<file path="src/dtd_consts.vh">
// Size encodings, field positions and timing constants for the data transfer decoder.
`ifndef DTD_CONSTS_VH
`define DTD_CONSTS_VH
`define DTD_INSN_W 16
`define DTD_DATA_W 32
`define DTD_RN_HI 11
`define DTD_RN_LO 8
`define DTD_RM_HI 7
`define DTD_RM_LO 4
`define DTD_SIZE_B 2'h0
`define DTD_SIZE_W 2'h1
`define DTD_SIZE_L 2'h2
`define DTD_SWAPW_CYCLES 2'h2
`define DTD_LOAD_USE_CYCLES 2'h1
`endif

</file>
<file path="src/dtd_decoder.v">
// Decode and execute stage for the data transfer class of the 16-bit instruction set.
//
// Function
// - Every instruction is one 16-bit halfword.
// - Four-bit source and destination register fields.
// - Stall while fetch contends with data access.
// - Interlock when next insn uses load destination.
// - Move immediate sign-extends eight bits, one cycle.
// - PC-relative word load: disp times two.
// - PC-relative longword load: disp times four.
// - Pre-decrement store updates address before writing.
// - Post-increment load adds size after reading, when source differs from destination.
// - Displacement longword store: disp times four.
// - Indexed loads use register zero plus source.
// - Base-relative store scales disp by size.
// - Effective address op writes register zero only.
// - Prefetch requests a cache line, one cycle.
// - Extract takes middle 32 bits of pair.
// - Data transfers leave the flag bit unchanged.
`timescale 1ns/10ps
`include "dtd_consts.vh"

module dtd_decoder
#(
	parameter DATA_W = `DTD_DATA_W
)
(
	// Clock and reset.
	input wire clock,
	input wire srst,
	// Instruction fetch side.
	input wire insn_valid,
	input wire [15:0] insn,
	input wire [31:0] pc,
	output reg insn_taken_q,
	// Register file read data and status.
	input wire [31:0] src_val,
	input wire [31:0] dst_val,
	input wire [31:0] register_zero_val,
	input wire [31:0] global_base_reg,
	input wire status_flag,
	output reg [3:0] source_reg_field_q,
	output reg [3:0] dest_reg_field_q,
	// Memory stage.
	input wire fetch_contend,
	input wire [31:0] mem_rdata,
	input wire mem_rvalid,
	output reg mem_req_q,
	output reg mem_we_q,
	output reg [1:0] mem_size_q,
	output reg [31:0] mem_addr_q,
	output reg [31:0] mem_wdata_q,
	output reg prefetch_q,
	// Register write-back.
	output reg wb_en_q,
	output reg [3:0] wb_idx_q,
	output reg [31:0] wb_data_q,
	output reg upd_en_q,
	output reg [3:0] upd_idx_q,
	output reg [31:0] upd_data_q,
	output reg flag_we_q,
	output reg illegal_q,
	output reg stall_q
);

	// ------------------------------------------------------------
	// States
	// ------------------------------------------------------------
	localparam ST_IDLE = 2'h0;
	localparam ST_LOAD = 2'h1;
	localparam ST_SWAPW = 2'h2;

	reg [1:0] state_q;
	reg [1:0] state_d;
	reg [3:0] ld_dst_q;
	reg [1:0] ld_size_q;
	reg ld_sext_q;
	reg ld_pending_q;
	reg [31:0] swap_q;

	wire [3:0] op_hi = insn[15:12];
	wire [3:0] op_lo = insn[3:0];
	wire [3:0] rn = insn[`DTD_RN_HI:`DTD_RN_LO];
	wire [3:0] rm = insn[`DTD_RM_HI:`DTD_RM_LO];
	wire [7:0] d8 = insn[7:0];
	wire [3:0] d4 = insn[3:0];
	wire [31:0] d8x2 = {23'h000000, d8, 1'b0};
	wire [31:0] d8x4 = {22'h000000, d8, 2'h0};

	// Load-use hazard: next insn names the pending load destination, or that destination is register zero.
	wire uses_ld = ld_pending_q && (rn == ld_dst_q || rm == ld_dst_q || ld_dst_q == 4'h0);
	wire busy = (state_q != ST_IDLE) || fetch_contend || uses_ld;
	wire go = insn_valid && !busy;

	// ------------------------------------------------------------
	// Decode
	// ------------------------------------------------------------
	reg dv;
	reg d_req;
	reg d_we;
	reg [1:0] d_size;
	reg [31:0] d_addr;
	reg [31:0] d_wdata;
	reg d_load;
	reg d_sext;
	reg [3:0] d_ldst;
	reg d_wb;
	reg [3:0] d_wbidx;
	reg [31:0] d_wbdata;
	reg d_upd;
	reg [3:0] d_updidx;
	reg [31:0] d_upddata;
	reg d_cache_prefetch_op;
	reg d_swapw;
	reg [31:0] step;

	// Size-dependent step of 1, 2 or 4 bytes.
	always @*
	begin
		case (op_lo[1:0])
			2'h0: step = 32'h00000001;
			2'h1: step = 32'h00000002;
			default: step = 32'h00000004;
		endcase
	end

	// Combinational decode of one halfword into a memory and write-back plan.
	always @*
	begin
		dv = 1'b1;
		d_req = 1'b0;
		d_we = 1'b0;
		d_size = op_lo[1:0];
		d_addr = 32'h00000000;
		d_wdata = src_val;
		d_load = 1'b0;
		d_sext = 1'b1;
		d_ldst = rn;
		d_wb = 1'b0;
		d_wbidx = rn;
		d_wbdata = 32'h00000000;
		d_upd = 1'b0;
		d_updidx = rn;
		d_upddata = 32'h00000000;
		d_cache_prefetch_op = 1'b0;
		d_swapw = 1'b0;
		case (op_hi)
			4'he:
			begin
				d_wb = 1'b1;
				d_wbdata = {{24{d8[7]}}, d8};
			end
			4'h9:
			begin
				d_req = 1'b1;
				d_load = 1'b1;
				d_size = `DTD_SIZE_W;
				d_addr = pc + d8x2;
			end
			4'hd:
			begin
				d_req = 1'b1;
				d_load = 1'b1;
				d_size = `DTD_SIZE_L;
				d_addr = pc + d8x4;
			end
			4'h1:
			begin
				d_req = 1'b1;
				d_we = 1'b1;
				d_size = `DTD_SIZE_L;
				d_addr = dst_val + {26'h0000000, d4, 2'h0};
			end
			4'h5:
			begin
				d_req = 1'b1;
				d_load = 1'b1;
				d_size = `DTD_SIZE_L;
				d_addr = src_val + {26'h0000000, d4, 2'h0};
			end
			4'h2:
			begin
				if (op_lo[3:2] == 2'h0 && op_lo[1:0] != 2'h3)
				begin
					d_req = 1'b1;
					d_we = 1'b1;
					d_addr = dst_val;
				end
				else if (op_lo[3:2] == 2'h1 && op_lo[1:0] != 2'h3)
				begin
					d_req = 1'b1;
					d_we = 1'b1;
					d_addr = dst_val - step;
					d_upd = 1'b1;
					d_upddata = dst_val - step;
				end
				else if (op_lo == 4'hd)
				begin
					d_wb = 1'b1;
					d_wbdata = {src_val[15:0], dst_val[31:16]};
				end
				else
					dv = 1'b0;
			end
			4'h6:
			begin
				if (op_lo[3:2] == 2'h0 && op_lo[1:0] != 2'h3)
				begin
					d_req = 1'b1;
					d_load = 1'b1;
					d_addr = src_val;
				end
				else if (op_lo == 4'h3)
				begin
					d_wb = 1'b1;
					d_wbdata = src_val;
				end
				else if (op_lo[3:2] == 2'h1 && op_lo[1:0] != 2'h3)
				begin
					d_req = 1'b1;
					d_load = 1'b1;
					d_addr = src_val;
					d_upd = (rm != rn);
					d_updidx = rm;
					d_upddata = src_val + step;
				end
				else if (op_lo == 4'h8)
				begin
					d_wb = 1'b1;
					d_wbdata = {src_val[31:16], src_val[7:0], src_val[15:8]};
				end
				else if (op_lo == 4'h9)
					d_swapw = 1'b1;
				else
					dv = 1'b0;
			end
			4'h0:
			begin
				if (op_lo[3:2] == 2'h1 && op_lo[1:0] != 2'h3)
				begin
					d_req = 1'b1;
					d_we = 1'b1;
					d_addr = register_zero_val + dst_val;
				end
				else if (op_lo[3:2] == 2'h3 && op_lo[1:0] != 2'h3)
				begin
					d_req = 1'b1;
					d_load = 1'b1;
					d_addr = register_zero_val + src_val;
				end
				else if (insn[7:0] == 8'h29)
				begin
					d_wb = 1'b1;
					d_wbdata = {31'h00000000, status_flag};
				end
				else if (insn[7:0] == 8'h83)
				begin
					d_cache_prefetch_op = 1'b1;
					d_addr = dst_val;
				end
				else
					dv = 1'b0;
			end
			4'h8:
			begin
				d_size = insn[9:8];
				// Only byte and word sizes exist in this group; the rest is not a transfer.
				d_req = (insn[11:10] == 2'h0 || insn[11:10] == 2'h1) && !insn[9];
				d_we = (insn[11:10] == 2'h0);
				d_load = (insn[11:10] == 2'h1);
				d_wdata = register_zero_val;
				d_ldst = 4'h0;
				d_addr = src_val + ({28'h0000000, d4} << insn[9:8]);
				dv = d_req;
			end
			4'hc:
			begin
				d_size = insn[9:8];
				d_wdata = register_zero_val;
				d_ldst = 4'h0;
				if (insn[11:8] == 4'h7)
				begin
					d_wb = 1'b1;
					d_wbidx = 4'h0;
					d_wbdata = pc + d8x4;
				end
				else if (insn[11:10] == 2'h0 && insn[9:8] != 2'h3)
				begin
					d_req = 1'b1;
					d_we = 1'b1;
					d_addr = global_base_reg + ({24'h000000, d8} << insn[9:8]);
				end
				else if (insn[11:10] == 2'h1 && insn[9:8] != 2'h3)
				begin
					d_req = 1'b1;
					d_load = 1'b1;
					d_addr = global_base_reg + ({24'h000000, d8} << insn[9:8]);
				end
				else
					dv = 1'b0;
			end
			default: dv = 1'b0;
		endcase
		d_sext = (d_size != `DTD_SIZE_L);
	end

	// Sign extension of returning byte and word load data; longwords pass through.
	reg [31:0] ld_ext;
	always @*
	begin
		case (ld_size_q)
			`DTD_SIZE_B: ld_ext = {{24{mem_rdata[7]}}, mem_rdata[7:0]};
			`DTD_SIZE_W: ld_ext = {{16{mem_rdata[15]}}, mem_rdata[15:0]};
			default: ld_ext = mem_rdata;
		endcase
		if (!ld_sext_q)
			ld_ext = mem_rdata;
	end

	// Next state.
	always @*
	begin
		state_d = state_q;
		case (state_q)
			ST_IDLE:
			begin
				if (go && dv && d_swapw)
					state_d = ST_SWAPW;
				else if (go && dv && d_load)
					state_d = ST_LOAD;
			end
			ST_LOAD:
			begin
				if (mem_rvalid)
					state_d = ST_IDLE;
			end
			ST_SWAPW: state_d = ST_IDLE;
			default: state_d = ST_IDLE;
		endcase
	end

	// ------------------------------------------------------------
	// Registered outputs
	// ------------------------------------------------------------
	always @(posedge clock)
	begin
		if (srst)
		begin
			state_q <= ST_IDLE;
			insn_taken_q <= 1'b0;
			source_reg_field_q <= 4'h0;
			dest_reg_field_q <= 4'h0;
			mem_req_q <= 1'b0;
			mem_we_q <= 1'b0;
			mem_size_q <= 2'h0;
			mem_addr_q <= 32'h00000000;
			mem_wdata_q <= 32'h00000000;
			prefetch_q <= 1'b0;
			wb_en_q <= 1'b0;
			wb_idx_q <= 4'h0;
			wb_data_q <= 32'h00000000;
			upd_en_q <= 1'b0;
			upd_idx_q <= 4'h0;
			upd_data_q <= 32'h00000000;
			flag_we_q <= 1'b0;
			illegal_q <= 1'b0;
			stall_q <= 1'b0;
			ld_dst_q <= 4'h0;
			ld_size_q <= 2'h0;
			ld_sext_q <= 1'b0;
			ld_pending_q <= 1'b0;
			swap_q <= 32'h00000000;
		end
		else
		begin
			state_q <= state_d;
			insn_taken_q <= go;
			stall_q <= insn_valid && busy;
			flag_we_q <= 1'b0;
			mem_req_q <= go && dv && d_req;
			mem_we_q <= d_we;
			mem_size_q <= d_size;
			mem_addr_q <= d_addr;
			mem_wdata_q <= d_wdata;
			prefetch_q <= go && dv && d_cache_prefetch_op;
			illegal_q <= go && !dv;
			upd_en_q <= go && dv && d_upd;
			upd_idx_q <= d_updidx;
			upd_data_q <= d_upddata;
			wb_en_q <= go && dv && d_wb;
			wb_idx_q <= d_wbidx;
			wb_data_q <= d_wbdata;
			if (go)
			begin
				source_reg_field_q <= rm;
				dest_reg_field_q <= rn;
			end
			if (go && dv && d_load)
			begin
				ld_dst_q <= d_ldst;
				ld_size_q <= d_size;
				ld_sext_q <= d_sext;
				ld_pending_q <= 1'b1;
			end
			if (go && dv && d_swapw)
			begin
				swap_q <= {src_val[15:0], src_val[31:16]};
			end
			// The swap's destination was captured when it was taken; the fetch side may have moved on.
			if (state_q == ST_SWAPW)
			begin
				wb_en_q <= 1'b1;
				wb_idx_q <= dest_reg_field_q;
				wb_data_q <= swap_q;
			end
			if (state_q == ST_LOAD && mem_rvalid)
			begin
				wb_en_q <= 1'b1;
				wb_idx_q <= ld_dst_q;
				wb_data_q <= ld_ext;
				ld_pending_q <= 1'b0;
			end
		end
	end

endmodule

</file>
<file path="config.mk">
export PLATFORM = sky130hd
export DESIGN_NAME = dtd_decoder
export DESIGN_NICKNAME = d
export VERILOG_FILES = /design/src/dtd_decoder.v
export VERILOG_INCLUDE_DIRS = /design/src
export SDC_FILE = /design/constraint.sdc
export NUM_CORES = 1
export LEC_CHECK = 0
export ABC_AREA = 1
export BUFFER_PORTS_ARGS = -buffer_cell sky130_fd_sc_hd__buf_4
export CELL_PAD_IN_SITES_DETAIL_PLACEMENT = 0
export CELL_PAD_IN_SITES_GLOBAL_PLACEMENT = 1
export CORE_ASPECT_RATIO = 0.6
export CORE_MARGIN = 2
export CORE_UTILIZATION = 25
export DETAILED_ROUTE_END_ITERATION = 10
export GPL_ROUTABILITY_DRIVEN = 1
export PLACE_DENSITY = 0.59
export RECOVER_POWER = 25
export SYNTH_ARGS = -nofsm -noshare
export SYNTH_HDL_FRONTEND = slang
export SYNTH_SLANG_ARGS = --single-unit
</file>
<file path="constraint.sdc">
create_clock -name clock -period 4.2 [get_ports clock]
set_input_delay 0.42 -clock clock [delete_from_list [all_inputs] [get_ports clock]]
set_output_delay 0.42 -clock clock [all_outputs]
set_load 0.005 [all_outputs]
</file>
Yosys cells after proc, flatten, opt, wreduce, memory -nomap -nowiden --
Cells that the tools add are included.
Cells by class: add/sub/neg operators 10, multipliers 0, div/mod/pow operators 0, $lt $le $gt $ge 0, eq/ne operators 31, shift-type cells 2, multiplexer cells 108, bitwise logic cells 0, reduce and logical (&&, ||, !) cells 41
Operators with widths (count):
- $mux W32 | 28
- $pmux W32 S9 | 1
- $add A32 B32 Y32 | 5
- $pmux W32 S5 | 1
- $pmux W32 S2 | 2
- $add A32 B6 Y32 | 2
- $mux W1 | 55
- $mux W4 | 9
- $add A32 B10 Y32 | 1
- $add A32 B9 Y32 | 1
- $eq A4 B4 Y1 const B | 8
- $shl A4 B2 Y32 | 1
- $shl A8 B2 Y32 | 1
- $sub A32 B32 Y32 | 1
- $logic_and A1 B1 Y1 | 18
- $pmux W1 S5 | 3
- $eq A4 B3 Y1 const B | 3
- $pmux W1 S6 | 2
- $eq A2 B1 Y1 const B | 5
- $logic_not A2 Y1 | 5
- $eq A4 B2 Y1 const B | 2
- $eq A4 B4 Y1 | 2
- $eq A8 B6 Y1 const B | 1
- $eq A8 B8 Y1 const B | 1
- other kinds (19) | 34
Word-level totals: register bits 196, bits in latches 0, RAM bits 0, memory bits (read-only) 0, input port bits 214, output and inout bits 155, memories kept 0

Longest topological paths before layout --
depth in word-level cells 12, gate-level depth with buffers 23, gate-level depth less buffers 22

Worst setup path after synthesis --
No wires, ideal clock.
path type input -> register, from input insn[15], to register mem_addr_q[28], data arrival time 3.310 ns, required time 4.090 ns, path slack 0.780 ns, stages 21, path buffers 3, path through buf_2 nor2_2 nand2_4 buf_2 clkbuf_1 o21ai_0 ha_1 inv_1 fa_1 o21ai_0 nand2_2 nor2_4 nand2_1 nor2_1 nand3_1 nand3_1 nand2_1 nor2_1 nand3_1 nand2_1 inv_1
On the way: longest elaborated chain between the ends 2
Ends and longest elaborated chain:
- from (decl) | line dtd_decoder.v:33 | input wire [15:0] insn,
- $eq A4 B4 Y1, or another cell as far along | line dtd_decoder.v:147 | case (op_hi)
- $pmux W32 S9 (*) | line dtd_decoder.v:147
- to (signal assigned) | line dtd_decoder.v:383 | mem_addr_q <= d_addr;
- to (decl) | line dtd_decoder.v:51 | output reg [31:0] mem_addr_q,
Every way passes the cells marked *; elsewhere a longest branch is shown, timed or not. A chain may end at the register's enable or synchronous reset.

Worst setup path after layout --
from input insn[5], to register mem_addr_q[11]
On the way: longest elaborated chain between the ends 6
Ends and longest elaborated chain (line):
- $shl A8 B2 Y32 / $eq A8 B8 Y1 (equally long branches) | dtd_decoder.v:291, dtd_decoder.v:297, dtd_decoder.v:256
- $add A32 B32 Y32 / $mux W32 (equally long branches) | dtd_decoder.v:291, dtd_decoder.v:297, dtd_decoder.v:256
- $mux W32, on equally long branches | dtd_decoder.v:293, dtd_decoder.v:251
- $mux W32, on equally long branches | dtd_decoder.v:287, dtd_decoder.v:245
- $mux W32, on equally long branches | dtd_decoder.v:281, dtd_decoder.v:239
- $pmux W32 S9 (*) | dtd_decoder.v:147
Marked as above.

==> metrics.txt <==
per-cell via count in the routed design 5.58; critical path fanouts, max 6; dominant cell type by area after synthesis sky130_fd_sc_hd__nand2_1; post-route ant nets 0; leakage component of the power 0.0130 uW; final worst path period share 84.2%; setup violation total in the final timing report 0; maximum root-to-sink buffer count 2; violations in the final reports max-capacitance violations, max-slew violations; post_cts resized 0; hpwl dp 141000 um; list of cells traversed by the critical path buf_4 -> inv_1 -> nand2_1 -> o21ai_0 -> o21ai_0 -> ha_1 -> a21oi_1 -> o21ai_0 -> a21oi_1 -> nand2_1 -> o21ai_0 -> nand3_1 -> nor2_1 -> nor2_1; nature of the critical path endpoint flip-flop; Die Y-Extent 236 um; layout overhead on the synthesized area 22.4%; FF+latch count, synth 196; average wire per cell in the routed design 30.3 um; fraction of final layout cells sized beyond drive strength 1 13.4%; detailed-routing wirelength on met1 79900 um; total nets after synthesis 4377; setup repair after global routing missed its margin false; most common cell in the synthesized netlist sky130_fd_sc_hd__nand2_1; routed wire length on met3 25500 um; number of buffer and inverter instances along the worst setup path 2; number of buffers added by the clock tree synthesis step 17; number of levels in the clock H-tree 4; die area 91900 um2; Syn Area/Cell 5.52 um2; Distinct cells, synth 56; total power divided by cell area 238 nW/um2; post-route setup TNS 0 ps; Via Count 31200; iteration count of the initial detailed-routing pass 7; category of the most critical setup path input pin to flip-flop; combined area of all synthesized cells 22400 um2; Yosys warning count 0; num ports 369; max-cap check violation count 2; global-route wire length before repair 227000 um; buffer count from post-CTS setup fixing 0; portion of the post-synthesis area used by sequential elements 17.6%; Slew Limit Fails 83; final critical delay including setup and external delays 3540 ps; clock-pin slew of the registers on the worst-case setup and hold paths 80 ps; Final Instance Area 27400 um2; placed instance area 26800 um2; outcome finished, violations left; layout net count 4738; antenna violations before repair 14; hold bufs inserted after CTS 0; path category of the worst min-delay check input pin to flip-flop; CTS tree yes; count of final hold-check violations 0; worst-path cell with the longest stage delay sky130_fd_sc_hd__o21ai_0; largest delay contributor family on the critical path compound AO/OA/AOI/OAI gates; Initial DRC Count 4846; transition time at the pin with the least slew margin 2150 ps; peak ir drop on the vdd network 373 uV; area fraction of the dominant cell type after synthesis 19.8%; arrival time reported for the critical path endpoint 3890 ps; Core Box Area 88100 um2; Largest stage delay, worst path 800 ps; quantity of I/O buffers inserted on ports 367; top cells by area, synth sky130_fd_sc_hd__nand2_1, sky130_fd_sc_hd__dfxtp_1, sky130_fd_sc_hd__nand3_1, sky130_fd_sc_hd__inv_1, sky130_fd_sc_hd__nor2_1; Worst slew margin -43.6%; via count of the first global-routing pass 27200; WL met2 58900 um; later-pin clock latency in the skew report 560 ps; largest clock skew in the final design 30.7 ps; Site Rows 84; commonest cells in the synthesized netlist sky130_fd_sc_hd__nand2_1, sky130_fd_sc_hd__inv_1, sky130_fd_sc_hd__nand3_1, sky130_fd_sc_hd__nor2_1, sky130_fd_sc_hd__a21oi_1; CP Data Required Time 4560 ps; top achievable clock speed 283 MHz; global router's overall resource usage 35.4%; main flop type after synthesis sky130_fd_sc_hd__dfxtp_1; clk root buf sky130_fd_sc_hd__clkbuf_16; top layer reached by signal wires met5; largest net degree at the start of global routing 66; number of enable-type register cells in the synthesized netlist 0; Post-Route WL 169000 um; Initial Utilization 25.4%; crit start category input pin; Most common cell on crit path sky130_fd_sc_hd__o21ai_0; asr flop ratio synth 0%; Gate Count Post-Synth 4050; Chip Width 390 um; detailed-route DRC error count 0; number of sinks driven by the clock tree 196; Fill cells 10200; RD Place Congestion 1.05; overall overflow remaining after global route 0
-- cells in the final DEF, fill, tap and decap left out, types with 5 or more instances in the layout --
cell	count
sky130_fd_sc_hd__a21o_1	6
sky130_fd_sc_hd__a21oi_1	286
sky130_fd_sc_hd__a21oi_2	5
sky130_fd_sc_hd__a221oi_1	8
sky130_fd_sc_hd__a22oi_1	18
sky130_fd_sc_hd__a31oi_1	29
sky130_fd_sc_hd__and2_1	12
sky130_fd_sc_hd__buf_4	387
sky130_fd_sc_hd__clkbuf_1	15
sky130_fd_sc_hd__clkbuf_16	17
sky130_fd_sc_hd__clkbuf_4	71
sky130_fd_sc_hd__clkinv_1	8
sky130_fd_sc_hd__dfxtp_1	196
sky130_fd_sc_hd__fa_1	7
sky130_fd_sc_hd__ha_1	106
sky130_fd_sc_hd__inv_1	474
sky130_fd_sc_hd__inv_2	20
sky130_fd_sc_hd__nand2_1	1178
sky130_fd_sc_hd__nand2_2	12
sky130_fd_sc_hd__nand3_1	426
sky130_fd_sc_hd__nand3b_1	20
sky130_fd_sc_hd__nand4_1	92
sky130_fd_sc_hd__nor2_1	423
sky130_fd_sc_hd__nor2_2	37
sky130_fd_sc_hd__nor3_1	65
sky130_fd_sc_hd__nor4_1	13
sky130_fd_sc_hd__o2111ai_1	18
sky130_fd_sc_hd__o211ai_1	17
sky130_fd_sc_hd__o21ai_0	278
sky130_fd_sc_hd__o21ai_1	15
sky130_fd_sc_hd__o21bai_1	26
sky130_fd_sc_hd__o221ai_1	10
sky130_fd_sc_hd__o22ai_1	21
sky130_fd_sc_hd__or2_2	13
sky130_fd_sc_hd__xnor2_1	24
sky130_fd_sc_hd__xor2_1	21
-- path summary, 6_finish.rpt --
check | start | to | slack (ps) | cells after the start
worst max register to register | ld_dst_q[2] | swap_q[0] | 1550 | 11
worst min-delay path | insn_valid | stall_q | 120 | 3
worst min register to register | ld_pending_q | ld_pending_q | 460 | 2
worst max-delay path | insn[5] | mem_addr_q[11] | 660 | 14
-- metrics by stage --
| step | utilization, % | total power (uW) | cells | hold WS, ps | setup slack (ps) |
|---|---|---|---|---|---|
| after floorplan | - | 3220 | 4050 | 427 | 780 |
| after global placement | 30.4 | 4570 | 5553 | 440 | 404 |
| after detailed placement | 30.4 | 4530 | 5553 | 444 | 464 |
| after CTS | 31.1 | 6420 | 5585 | 75.1 | 1040 |
| after global routing | 31.1 | 6730 | 5585 | 88.7 | 685 |
| final | 31.1 | 6520 | 5589 | 118 | 665 |
-- worst min-delay path: stages --
cell and delay, ps:
sky130_fd_sc_hd__buf_4 80, sky130_fd_sc_hd__nand2_1 40, sky130_fd_sc_hd__nor2_1 70
-- sequential cells by signal, indices dropped and copies added (netlist names), 32 cells and up --
| signal | count |
|---|---|
| mem_addr_q | 32 |
| mem_wdata_q | 32 |
| swap_q | 32 |
| upd_data_q | 32 |
| wb_data_q | 32 |
-- final cells by class --
cell class              instances  area (um2)  area share, %
flip-flops and latches        196        3920           14.3
multi-input cells            3217       16000           58.3
inverters                     503        1890           6.90
diodes                          4        10.0         0.0366
clock buffers                  18         439           1.60
clock inverters                14         161          0.590
well taps                    1161        1450           5.31
repair buffers                476        3540           12.9
-- metal layers --
layer,GRT usage (%),up-vias
li1,-,14100
met1,54.1,14800
met2,42.5,2062
met3,15.7,231
met4,9.18,18
met5,1.25,-
-- report_power, final --
part	switching [uW]	total, uW	internal [uW]
Combinational	1920	2680	760
Sequential	33.5	1950	1920
Clock	1020	1880	862
Total	2980	6520	3540
-- logic make-up (layout without fill, tap and decap cells) --
| family | count (synthesis) | count (layout) | synth area share, % |
|---|---|---|---|
| and+or+nand+nor | 2309 | 2309 | 44.3 |
| AOI/OAI and AO/OA | 749 | 749 | 18.7 |
| buffers and inverters | 637 | 1011 | 11.1 |
| DFF | 196 | 196 | 17.6 |
| adders and majority gates | 113 | 113 | 6.56 |
| xor gates and xnor gates | 45 | 45 | 1.76 |
| other | 1 | 5 | 0.0168 |
Note: power is estimated with default switching activity, not from simulation.
